### src/rtl/mbx_pkg.sv
/*
  Constants, types and decode functions of the system-bus exchange block.
  Assumes a 10 MHz ref_clk; the local processor writes the mode register by I/O output.
*/
`default_nettype none
package mbx_pkg;
  // ==========================================================================
  // mode register layout
  localparam int         MODE_POLICY_LO = 4;
  localparam int         MODE_POLICY_HI = 5;
  localparam int         MAP_SEL_BIT    = 6;
  localparam logic [7:0] MODE_RESET     = 8'h00;
  localparam logic       MAP_RESET      = 1'b0;

  // ==========================================================================
  // local I/O ports
  localparam logic [7:0] MODE_PORT        = 8'h70;
  localparam logic [7:0] MAP_PORT         = 8'h71;
  localparam logic [7:0] TBL_IDX_PORT     = 8'h72;
  localparam logic [7:0] TBL_DATA_PORT    = 8'h73;
  localparam logic [7:0] STATUS_PORT      = 8'h74;
  localparam logic [7:0] IO_OFFBOARD_BASE = 8'hc0;
  localparam logic [6:0] TBL_IDX_RESET    = 7'h00;

  // status port bit positions
  localparam int ST_OWN   = 0;
  localparam int ST_SLAVE = 1;
  localparam int ST_MAP   = 2;

  // ==========================================================================
  // address map: 1 KB pages in a 64 KB space
  localparam int         PAGE_LSB      = 10;
  localparam logic [5:0] MAP0_ROM_END  = 6'h10;
  localparam logic [5:0] MAP0_RAM_END  = 6'h30;
  localparam logic [5:0] MAP1_RAM_END  = 6'h20;
  localparam logic [5:0] MAP1_ROM_BASE = 6'h30;

  // protection input bit positions
  localparam int ALLOW_RAM = 0;
  localparam int ALLOW_ROM = 1;
  localparam int ALLOW_IO  = 2;

  // ==========================================================================
  // timing of an accepted access from another master
  localparam int CLK_PERIOD_NS = 100;
  localparam int DMA_MIN_NS    = 625;
  localparam int DMA_MAX_NS    = 750;
  localparam int ACK_MIN_CYC   = (DMA_MIN_NS + CLK_PERIOD_NS - 1) / CLK_PERIOD_NS;
  localparam int ACK_MAX_CYC   = DMA_MAX_NS / CLK_PERIOD_NS;
  localparam int ACK_CYC       = ACK_MIN_CYC;

  // ==========================================================================
  // types
  typedef enum logic [1:0] {POL_EVERY, POL_INSTR, POL_NEVER} mbx_policy_t;
  typedef enum logic [1:0] {KIND_NONE, KIND_RAM, KIND_ROM} mbx_kind_t;

  typedef struct packed {
    logic        valid;
    logic        write;
    logic        io;
    logic        opcodeFetchCycle;
    logic [15:0] addr;
    logic [7:0]  wdata;
  } mbx_cpu_req_t;

  typedef struct packed {
    logic mrdc;
    logic mwtc;
    logic iorc;
    logic iowc;
  } mbx_cmd_t;

  typedef struct packed {
    logic        valid;
    logic        write;
    logic        io;
    logic [15:0] addr;
    logic [7:0]  wdata;
  } mbx_slv_req_t;

  typedef struct packed {
    logic        prio;
    logic        busy;
    logic        creq;
    mbx_cmd_t    cmd;
    logic        xack;
    logic        blocked;
    logic [2:0]  allow;
    logic [15:0] addr;
    logic [7:0]  data;
  } mbx_pins_t;

  // ==========================================================================
  // functions
  // policy bits: 00 every transfer, 01 opcode fetch only, 1x keep the bus
  function automatic mbx_policy_t policyOf(input logic [7:0] mode);
    if (mode[MODE_POLICY_HI]) begin
      return POL_NEVER;
    end
    return mode[MODE_POLICY_LO] ? POL_INSTR : POL_EVERY;
  endfunction

  function automatic logic ioLocal(input logic [7:0] port);
    return port < IO_OFFBOARD_BASE;
  endfunction

  function automatic logic [1:0] defaultKind(input logic [6:0] idx);
    logic [5:0] page;
    page = idx[5:0];
    if (!idx[6]) begin
      if (page < MAP0_ROM_END) return KIND_ROM;
      if (page < MAP0_RAM_END) return KIND_RAM;
      return KIND_NONE;
    end
    if (page < MAP1_RAM_END)   return KIND_RAM;
    if (page >= MAP1_ROM_BASE) return KIND_ROM;
    return KIND_NONE;
  endfunction
endpackage
`default_nettype wire

### src/rtl/mbx_exchange.sv
/*
  System-bus exchange: mode register, bus ownership, page decode and the
  slave path for other masters.
  Assumes cpuReq is on ref_clk; all bus pins are asynchronous.
*/
// Notes on behaviour
// - an 8-bit mode register written by software sets the card's modes.
// - mode bits 4 and 5 choose the bus release policy.
// - policies: release after every transfer, only at opcode fetches, or never.
// - request and grant let up to 16 masters share the bus without conflict.
// - both parallel request lines and the serial priority chain are supported.
// - on-board memory and I/O accesses never request the system bus.
// - RAM, ROM and I/O are each opened or closed to other masters; closed ones stay silent.
// - an accepted access from another master is acknowledged within 625 to 750 ns; the card acks 8 to 9 cycles (800 to 900 ns) after the command pin.
// - on-board RAM and ROM are decoded by a writable lookup of 1 KB pages.
// - two complete maps exist and software selects which one decodes.
// - opcode-fetch policy releases only at a fetch; every-transfer policy after each one.
// - the first map is used after reset; bit 6 of the map output picks the second.
// - an external disable input blocks every access from the system bus.
`timescale 1ns/1ps
`default_nettype none
module mbx_exchange (
  input  wire logic                 ref_clk,
  input  wire logic                 rst,
  input  wire mbx_pkg::mbx_cpu_req_t cpuReq,
  output logic                      cpuReady,
  output logic                      cpuLocal,
  output logic               [7:0]  cpuRdata,
  output logic                      busReq_n,
  input  wire logic                 busPrioIn_n,
  output logic                      busPrioOut_n,
  input  wire logic                 busBusyIn_n,
  output logic                      busBusyOut,
  output logic                      busBusyOe,
  input  wire logic                 commonReqIn_n,
  output logic                      commonReqOut,
  output logic                      commonReqOe,
  input  wire logic          [15:0] sysAddrIn,
  output logic               [15:0] sysAddrOut,
  output logic                      sysAddrOe,
  input  wire logic          [7:0]  sysDataIn,
  output logic               [7:0]  sysDataOut,
  output logic                      sysDataOe,
  input  wire mbx_pkg::mbx_cmd_t     cmdIn_n,
  output mbx_pkg::mbx_cmd_t          cmdOut_n,
  output logic                      cmdOe,
  input  wire logic                 xackIn_n,
  output logic                      xackOut_n,
  output logic                      xackOe,
  input  wire logic                 boardDisable,
  input  wire logic          [2:0]  protAllow,
  output mbx_pkg::mbx_slv_req_t      slvReq,
  input  wire logic          [7:0]  slvRdata
);
  typedef enum logic [1:0] {M_IDLE, M_DECODE, M_ARB, M_CMD} mbx_mst_state_t;
  typedef enum logic [2:0] {S_IDLE, S_LOOK, S_WAIT, S_ACK, S_IGNORE} mbx_slv_state_t;

  // ==========================================================================
  // pin synchronisers, all bus inputs in active-high form
  mbx_pkg::mbx_pins_t pinsRaw, pinsMeta_q, pins_q;

  assign pinsRaw = '{prio: ~busPrioIn_n, busy: ~busBusyIn_n, creq: ~commonReqIn_n,
                     cmd: ~cmdIn_n, xack: ~xackIn_n, blocked: boardDisable,
                     allow: protAllow, addr: sysAddrIn, data: sysDataIn};

  always_ff @(posedge ref_clk) begin
    if (rst) begin
      pinsMeta_q <= '0;
      pins_q     <= '0;
    end else begin
      pinsMeta_q <= pinsRaw;
      pins_q     <= pinsMeta_q;
    end
  end

  // ==========================================================================
  // state declarations
  mbx_mst_state_t        mstState_q, mstState_d;
  mbx_pkg::mbx_cpu_req_t req_q, req_d;
  logic                  ownBus_q, ownBus_d;
  logic                  cpuReady_q, cpuReady_d;
  logic                  cpuLocal_q, cpuLocal_d;
  logic [7:0]            cpuRdata_q, cpuRdata_d;
  logic [7:0]            mode_q, mode_d;
  logic                  mapSel_q, mapSel_d;
  logic [6:0]            tblIdx_q, tblIdx_d;
  logic                  tblWr;
  mbx_slv_state_t        slvState_q, slvState_d;
  mbx_pkg::mbx_slv_req_t slvReq_q, slvReq_d;
  logic [2:0]            slvCnt_q, slvCnt_d;
  logic [7:0]            slvData_q, slvData_d;
  logic [1:0]            kindA, kindB;
  mbx_pkg::mbx_policy_t  policy;
  logic                  otherWants, isLocal, wantBus, cmdAnyIn, slvAllowed;

  // ==========================================================================
  // page lookup; one map select serves both decodes
  mbx_map_table u_map (
    .ref_clk (ref_clk),
    .rst     (rst),
    .wrEn    (tblWr),
    .wrIdx   (tblIdx_q),
    .wrKind  (req_q.wdata[1:0]),
    .rdIdxA  ({mapSel_q, cpuReq.addr[15:mbx_pkg::PAGE_LSB]}),
    .rdIdxB  ({mapSel_q, pins_q.addr[15:mbx_pkg::PAGE_LSB]}),
    .rdKindA (kindA),
    .rdKindB (kindB)
  );

  // ==========================================================================
  // master side: local decode, bus acquisition and release
  assign policy     = mbx_pkg::policyOf(mode_q);
  assign otherWants = pins_q.creq || !pins_q.prio;
  assign isLocal    = req_q.io ? mbx_pkg::ioLocal(req_q.addr[7:0])
                               : (kindA != mbx_pkg::KIND_NONE);

  always_comb begin
    mstState_d = mstState_q;
    req_d      = req_q;
    ownBus_d   = ownBus_q;
    cpuReady_d = 1'b0;
    cpuLocal_d = cpuLocal_q;
    cpuRdata_d = cpuRdata_q;
    mode_d     = mode_q;
    mapSel_d   = mapSel_q;
    tblIdx_d   = tblIdx_q;
    tblWr      = 1'b0;
    case (mstState_q)
      M_IDLE: begin
        // policy is sampled here, at decode and at transfer end, never mid-transfer
        if (ownBus_q && policy == mbx_pkg::POL_EVERY && otherWants) begin
          ownBus_d = 1'b0;
        end
        if (cpuReq.valid) begin
          req_d      = cpuReq;
          mstState_d = M_DECODE;
        end
      end
      M_DECODE: begin
        if (req_q.opcodeFetchCycle && ownBus_q && policy == mbx_pkg::POL_INSTR
            && otherWants) begin
          ownBus_d = 1'b0;
        end
        if (isLocal) begin
          // served on board, system bus left free
          cpuReady_d = 1'b1;
          cpuLocal_d = 1'b1;
          cpuRdata_d = 8'h00;
          mstState_d = M_IDLE;
          if (req_q.io && req_q.write) begin
            case (req_q.addr[7:0])
              mbx_pkg::MODE_PORT:     mode_d   = req_q.wdata;
              mbx_pkg::MAP_PORT:      mapSel_d = req_q.wdata[mbx_pkg::MAP_SEL_BIT];
              mbx_pkg::TBL_IDX_PORT:  tblIdx_d = req_q.wdata[6:0];
              mbx_pkg::TBL_DATA_PORT: tblWr    = 1'b1;
              default: ;
            endcase
          end else if (req_q.io) begin
            case (req_q.addr[7:0])
              mbx_pkg::MODE_PORT:    cpuRdata_d = mode_q;
              mbx_pkg::TBL_IDX_PORT: cpuRdata_d = {1'b0, tblIdx_q};
              mbx_pkg::STATUS_PORT: begin
                cpuRdata_d[mbx_pkg::ST_OWN]   = ownBus_q;
                cpuRdata_d[mbx_pkg::ST_SLAVE] = slvState_q != S_IDLE;
                cpuRdata_d[mbx_pkg::ST_MAP]   = mapSel_q;
              end
              default: ;
            endcase
          end
        end else begin
          mstState_d = M_ARB;
        end
      end
      M_ARB: begin
        // take the bus only with priority in hand and nobody else holding it
        if (ownBus_q) begin
          mstState_d = M_CMD;
        end else if (pins_q.prio && !pins_q.busy) begin
          ownBus_d   = 1'b1;
          mstState_d = M_CMD;
        end
      end
      M_CMD: begin
        if (pins_q.xack) begin
          cpuReady_d = 1'b1;
          cpuLocal_d = 1'b0;
          cpuRdata_d = pins_q.data;
          mstState_d = M_IDLE;
          if (policy == mbx_pkg::POL_EVERY && otherWants) begin
            ownBus_d = 1'b0;
          end
        end
      end
      default: mstState_d = M_IDLE;
    endcase
  end

  always_ff @(posedge ref_clk) begin
    if (rst) begin
      mstState_q <= M_IDLE;
      req_q      <= '0;
      ownBus_q   <= 1'b0;
      cpuReady_q <= 1'b0;
      cpuLocal_q <= 1'b0;
      cpuRdata_q <= 8'h00;
      mode_q     <= mbx_pkg::MODE_RESET;
      mapSel_q   <= mbx_pkg::MAP_RESET;
      tblIdx_q   <= mbx_pkg::TBL_IDX_RESET;
    end else begin
      mstState_q <= mstState_d;
      req_q      <= req_d;
      ownBus_q   <= ownBus_d;
      cpuReady_q <= cpuReady_d;
      cpuLocal_q <= cpuLocal_d;
      cpuRdata_q <= cpuRdata_d;
      mode_q     <= mode_d;
      mapSel_q   <= mapSel_d;
      tblIdx_q   <= tblIdx_d;
    end
  end

  // ==========================================================================
  // slave side: accesses from other masters
  assign cmdAnyIn   = |pins_q.cmd;
  assign slvAllowed = slvReq_q.io
    ? (mbx_pkg::ioLocal(slvReq_q.addr[7:0]) && pins_q.allow[mbx_pkg::ALLOW_IO])
    : ((kindB == mbx_pkg::KIND_RAM && pins_q.allow[mbx_pkg::ALLOW_RAM])
       || (kindB == mbx_pkg::KIND_ROM && pins_q.allow[mbx_pkg::ALLOW_ROM]
           && !slvReq_q.write));

  always_comb begin
    slvState_d = slvState_q;
    slvReq_d   = slvReq_q;
    slvCnt_d   = slvCnt_q;
    slvData_d  = slvData_q;
    case (slvState_q)
      S_IDLE: begin
        // our own master cycle is not answered by our own slave
        if (cmdAnyIn && !ownBus_q) begin
          if (pins_q.blocked) begin
            slvState_d = S_IGNORE;
          end else begin
            slvReq_d.valid = 1'b0;
            slvReq_d.write = pins_q.cmd.mwtc || pins_q.cmd.iowc;
            slvReq_d.io    = pins_q.cmd.iorc || pins_q.cmd.iowc;
            slvReq_d.addr  = pins_q.addr;
            slvReq_d.wdata = pins_q.data;
            slvCnt_d       = 3'h1;
            slvState_d     = S_LOOK;
          end
        end
      end
      S_LOOK: begin
        if (slvAllowed && !pins_q.blocked) begin
          slvReq_d.valid = 1'b1;
          slvCnt_d       = slvCnt_q + 3'h1;
          slvState_d     = S_WAIT;
        end else begin
          slvState_d = S_IGNORE;
        end
      end
      S_WAIT: begin
        slvCnt_d = slvCnt_q + 3'h1;
        if (slvCnt_q == 3'(mbx_pkg::ACK_CYC - 1)) begin
          slvReq_d.valid = 1'b0;
          slvData_d      = slvRdata;
          slvState_d     = S_ACK;
        end
      end
      S_ACK: begin
        if (!cmdAnyIn) begin
          slvState_d = S_IDLE;
        end
      end
      S_IGNORE: begin
        if (!cmdAnyIn) begin
          slvState_d = S_IDLE;
        end
      end
      default: slvState_d = S_IDLE;
    endcase
  end

  always_ff @(posedge ref_clk) begin
    if (rst) begin
      slvState_q <= S_IDLE;
      slvReq_q   <= '0;
      slvCnt_q   <= 3'h0;
      slvData_q  <= 8'h00;
    end else begin
      slvState_q <= slvState_d;
      slvReq_q   <= slvReq_d;
      slvCnt_q   <= slvCnt_d;
      slvData_q  <= slvData_d;
    end
  end

  // ==========================================================================
  // outputs
  assign wantBus      = (mstState_q == M_ARB) || (mstState_q == M_CMD);
  assign busReq_n     = ~wantBus;
  // chain passes priority only while this card neither wants nor holds the bus
  assign busPrioOut_n = ~(pins_q.prio && !wantBus && !ownBus_q);
  assign busBusyOut   = 1'b0;
  assign busBusyOe    = ownBus_q;
  assign commonReqOut = 1'b0;
  assign commonReqOe  = (mstState_q == M_ARB) && !ownBus_q;
  assign sysAddrOut   = req_q.addr;
  assign sysAddrOe    = mstState_q == M_CMD;
  assign sysDataOut   = (slvState_q == S_ACK) ? slvData_q : req_q.wdata;
  assign sysDataOe    = ((mstState_q == M_CMD) && req_q.write)
                        || ((slvState_q == S_ACK) && !slvReq_q.write);
  assign cmdOut_n     = ~{!req_q.io && !req_q.write, !req_q.io && req_q.write,
                          req_q.io && !req_q.write, req_q.io && req_q.write};
  assign cmdOe        = mstState_q == M_CMD;
  assign xackOut_n    = 1'b0;
  assign xackOe       = slvState_q == S_ACK;
  assign slvReq       = slvReq_q;
  assign cpuReady     = cpuReady_q;
  assign cpuLocal     = cpuLocal_q;
  assign cpuRdata     = cpuRdata_q;
endmodule // mbx_exchange
`default_nettype wire

### src/rtl/mbx_map_table.sv
/*
  Page lookup: two maps of 64 1 KB pages, each entry a region kind.
  Assumes local processor writes; reads are registered, one cycle late.
*/
`timescale 1ns/1ps
`default_nettype none
module mbx_map_table (
  input  wire logic       ref_clk,
  input  wire logic       rst,
  input  wire logic       wrEn,
  input  wire logic [6:0] wrIdx,
  input  wire logic [1:0] wrKind,
  input  wire logic [6:0] rdIdxA,
  input  wire logic [6:0] rdIdxB,
  output logic      [1:0] rdKindA,
  output logic      [1:0] rdKindB
);
  logic [1:0] mem [0:127];

  // ==========================================================================
  // storage, reloaded with the start-up maps on reset
  always_ff @(posedge ref_clk) begin
    if (rst) begin
      for (int i = 0; i < 128; i++) begin
        mem[i] <= mbx_pkg::defaultKind(7'(i));
      end
      rdKindA <= 2'h0;
      rdKindB <= 2'h0;
    end else begin
      if (wrEn) begin
        mem[wrIdx] <= wrKind;
      end
      rdKindA <= mem[rdIdxA];
      rdKindB <= mem[rdIdxB];
    end
  end
endmodule // mbx_map_table
`default_nettype wire

### config.mk
export PLATFORM = sky130hd
export DESIGN_NAME = mbx_exchange
export DESIGN_NICKNAME = d
export VERILOG_FILES = /design/src/rtl/mbx_pkg.sv /design/src/rtl/mbx_exchange.sv /design/src/rtl/mbx_map_table.sv
export SDC_FILE = /design/constraint.sdc
export NUM_CORES = 1
export LEC_CHECK = 0
export ABC_AREA = 0
export BUFFER_PORTS_ARGS = -buffer_cell sky130_fd_sc_hd__buf_4
export CORE_UTILIZATION = 35
export CTS_BUF_LIST = sky130_fd_sc_hd__clkbuf_16
export CTS_CLUSTER_DIAMETER = 100
export DETAILED_ROUTE_END_ITERATION = 10
export GPL_ROUTABILITY_DRIVEN = 1
export PLACE_DENSITY = 0.52
export SYNTH_ARGS = -nofsm -noshare
export SYNTH_HDL_FRONTEND = slang
export SYNTH_SLANG_ARGS = --single-unit
### constraint.sdc
create_clock -name ref_clk -period 2.4 [get_ports ref_clk]
set_input_delay 0.12 -clock ref_clk [delete_from_list [all_inputs] [get_ports ref_clk]]
set_output_delay 0.12 -clock ref_clk [all_outputs]
set_load 0.02 [all_outputs]
==> run metrics <==
number of port buffers 146; Critical Path RT 2890 ps; slowest CP cell a2111oi_0; Yosys warning total 0; setup TNS 0 ps; Synth Instances 1,834; Crit path largest cell delay 580 ps; CTS tree built; grt ovf 0; ratio of cells with drive above 1 in the final layout 27.0%; synthesized cell area 0.0209 mm²; Layout fillers 5,519; Rel. slew slack 27.2%; sequential share of the synthesized area 53.3%; crit-path max FO 6; Detail Route Antenna Nets 0; count leader, synth nand2_1; design area 0.0261 mm²; Final Power 17.6 mW; Multi-input gate area 0.00891 mm²; Worst Hold Class input port to flop; status completed; Slew @ Worst Pin 1080 ps; DP HPWL 44.5 mm; crit-path cells mux4_2 > nor2b_1 > a2111oi_0 > buf_4 > nor4_1 > and3_1; Pleak 9.39 nW; P per Cell Area 673 mW/mm²; EDFF count, synth 256; I/O pin total 150; CTS buffer count 49; WL final 65.2 mm; Reg clk slew, reported paths 60 ps; number of max-cap violations 0; DRC 0; per-cell routed wire length 22.4 µm; Commonest cells post-synth nand2_1 (275), edfxtp_1 (256), nor2_1 (232), dfxtp_1 (173), a21o_1 (128); Nets 2,172; die width 247 µm; wire length of the first global-routing pass 97.9 mm; Synth top area share 36.7%; GP Congestion 0.832; Top FF cell, synth edfxtp_1; Tmin final 2350 ps; drt via density 5.38; cell taking the most area after synthesis edfxtp_1; largest net degree at the start of global routing 144; number of global-route vias before repair 16,000; Max clock buf depth 3; worst skew pair latency 600 ps; asr flop ratio synth 0%; Pre-Repair DR Iteration Count 5; GRT Util Overall 21.4%; Final Setup Violations 0; final hold violations 0; RSZ-0062 raised after global routing false; Reg area 0.0112 mm²; clk_skew 13.0 ps; Root Driver clkbuf_16; initial antenna violation count 1; H-tree depth 2; Initial Utilization 35.5%; Tcrit/Tclk final 97.9%; top cells by area, synth edfxtp_1 (37%), dfxtp_1 (17%), mux4_2 (12%); Starting DRT DRC Count 1,269; FF+latch count, synth 429; syn_area_per_cell 11.4 µm²; Worst setup EP type flop; post-placement cell area 0.0235 mm²; Unique masters post-synth 56; Worst EP arrival 2840 ps; Fmax 425 MHz; CTS sink count 429; core area 0.0590 mm²; Setup CP Type flop to flop; worst vdd ir 0.525 mV; area growth from synthesis to final layout 24.7%; Rows 89; die span in y 247 µm; CP Launch Type flop; max-slew violation count 0; DR vias 15,700; Hold Slack 79.3 ps; Die ar. 0.0608 mm²
[per-layer routing]
layer	part of all wire, %	vias up	routed length [µm]	global-route usage (%)
met5	0	-	0	0
met2	50	437	32600	36.6
met4	3.3	0	2180	8.12
li1	-	7142	-	-
met3	4.8	123	3120	2.64
met1	42	7967	27300	27.6
[cells in the final DEF, fill, tap and decap left out, types with 3 or more instances in the layout]
cell type | netlist | final
a2111oi_0 | 3 | 3
a211oi_1 | 14 | 14
a21o_1 | 128 | 128
a21oi_1 | 75 | 75
a221oi_1 | 3 | 3
a22oi_1 | 9 | 9
a31oi_1 | 4 | 4
a32oi_1 | 8 | 8
and2_1 | 10 | 10
and3_1 | 8 | 8
and3b_1 | 3 | 3
buf_12 | 0 | 21
buf_4 | 38 | 277
bufinv_16 | 0 | 5
clkbuf_16 | 0 | 53
clkinv_1 | 0 | 7
clkinv_2 | 0 | 8
clkinvlp_4 | 0 | 3
conb_1 | 1 | 3
dfxtp_1 | 173 | 171
dlygate4sd3_1 | 0 | 86
edfxtp_1 | 256 | 256
inv_1 | 6 | 12
inv_2 | 0 | 3
mux2_2 | 65 | 65
mux2i_1 | 35 | 35
mux4_2 | 116 | 116
nand2_1 | 275 | 275
nand2b_1 | 11 | 11
nand3_1 | 16 | 16
nand3b_1 | 8 | 8
nor2_1 | 232 | 232
nor2b_1 | 80 | 80
nor3_1 | 36 | 34
nor3b_1 | 7 | 7
nor4_1 | 10 | 10
o21ai_0 | 28 | 28
o22ai_1 | 8 | 8
or2_2 | 4 | 4
[repair_timing]
action,CTS,global route
endpoints found under the hold margin,76,0
hold buffers,86,0
endpoints found under the setup margin,1,190
pin swaps,0,1
resized for setup,2,2
buffers inserted,0,2
[cell families after synthesis]
family / Yosys count / synth area share [%]
muxes: 216 / 17.6
other: 1 / 0.0179
xor gates and xnor gates: 1 / 0.0418
DFF: 429 / 53.3
buffers and inverters: 182 / 4.33
and+or+nand+nor: 713 / 15.4
AOI/OAI and AO/OA: 290 / 9.23
adders and majority gates: 2 / 0.119
[path summary, 6_finish.rpt]
kind,cells past startpoint,to,slack (ps),startpoint
max,6,u_map.rdKindB[0]$_SDFF_PP0_,50,pins_q[19]$_SDFF_PP0_
min,4,mstState_q[0]$_SDFFE_PP0P_,80,cpuReq[27]
max reg2reg,6,u_map.rdKindB[0]$_SDFF_PP0_,50,pins_q[19]$_SDFF_PP0_
min reg2reg,2,slvReq[9]$_SDFFE_PP0P_,430,pins_q[9]$_SDFF_PP0_
[power by group]
group | switching, mW | leakage, nW | internal (mW)
clock | 3.17 | 0.845 | 4.54
combinational | 0.873 | 4.82 | 0.807
sequential | 0.165 | 3.72 | 8.01
total | 4.20 | 9.39 | 13.4
[state kept, by name, indices dropped and copies added, names as in the netlist, 3 cells and up, named ones only]
name,flops
sysAddrOut,16
pins_q,36
slvCnt_q,3
tblIdx_q,7
slvData_q,8
slvReq,27
req_q,11
mode_q,8
slvState_q,3
cpuRdata,8
pinsMeta_q,36
u_map.mem,256
[stage by stage]
step	setup slack, ps	utilization (%)	cells
after floorplan	216	-	1836
after global placement	-47.9	39.9	2730
after detailed placement	-75.3	39.9	2730
after CTS	15.7	44.2	2907
after global routing	2.87	44.2	2909
final	49.5	44.2	2910
[final cells by class]
type	instances	share of cell area (%)
Antenna cell	1	0.00959
Clock buffer	53	5.08
Clock inverter	38	1.31
Inverter	6	0.0863
Multi-Input combinational cell	1225	34.1
Sequential cell	429	42.7
Tap cell	773	3.71
Timing Repair Buffer	385	12.9
[worst max-delay path, delay by kind of cell (launching register included)]
family	cells	cell delay, ps
buffers and inverters	1	230
multiplexers	1	530
AO/OA/AOI/OAI	1	580
AND/OR/NAND/NOR	3	460
flip-flops	1	430
No activity file was read; power rests on OpenSTA's default activity.
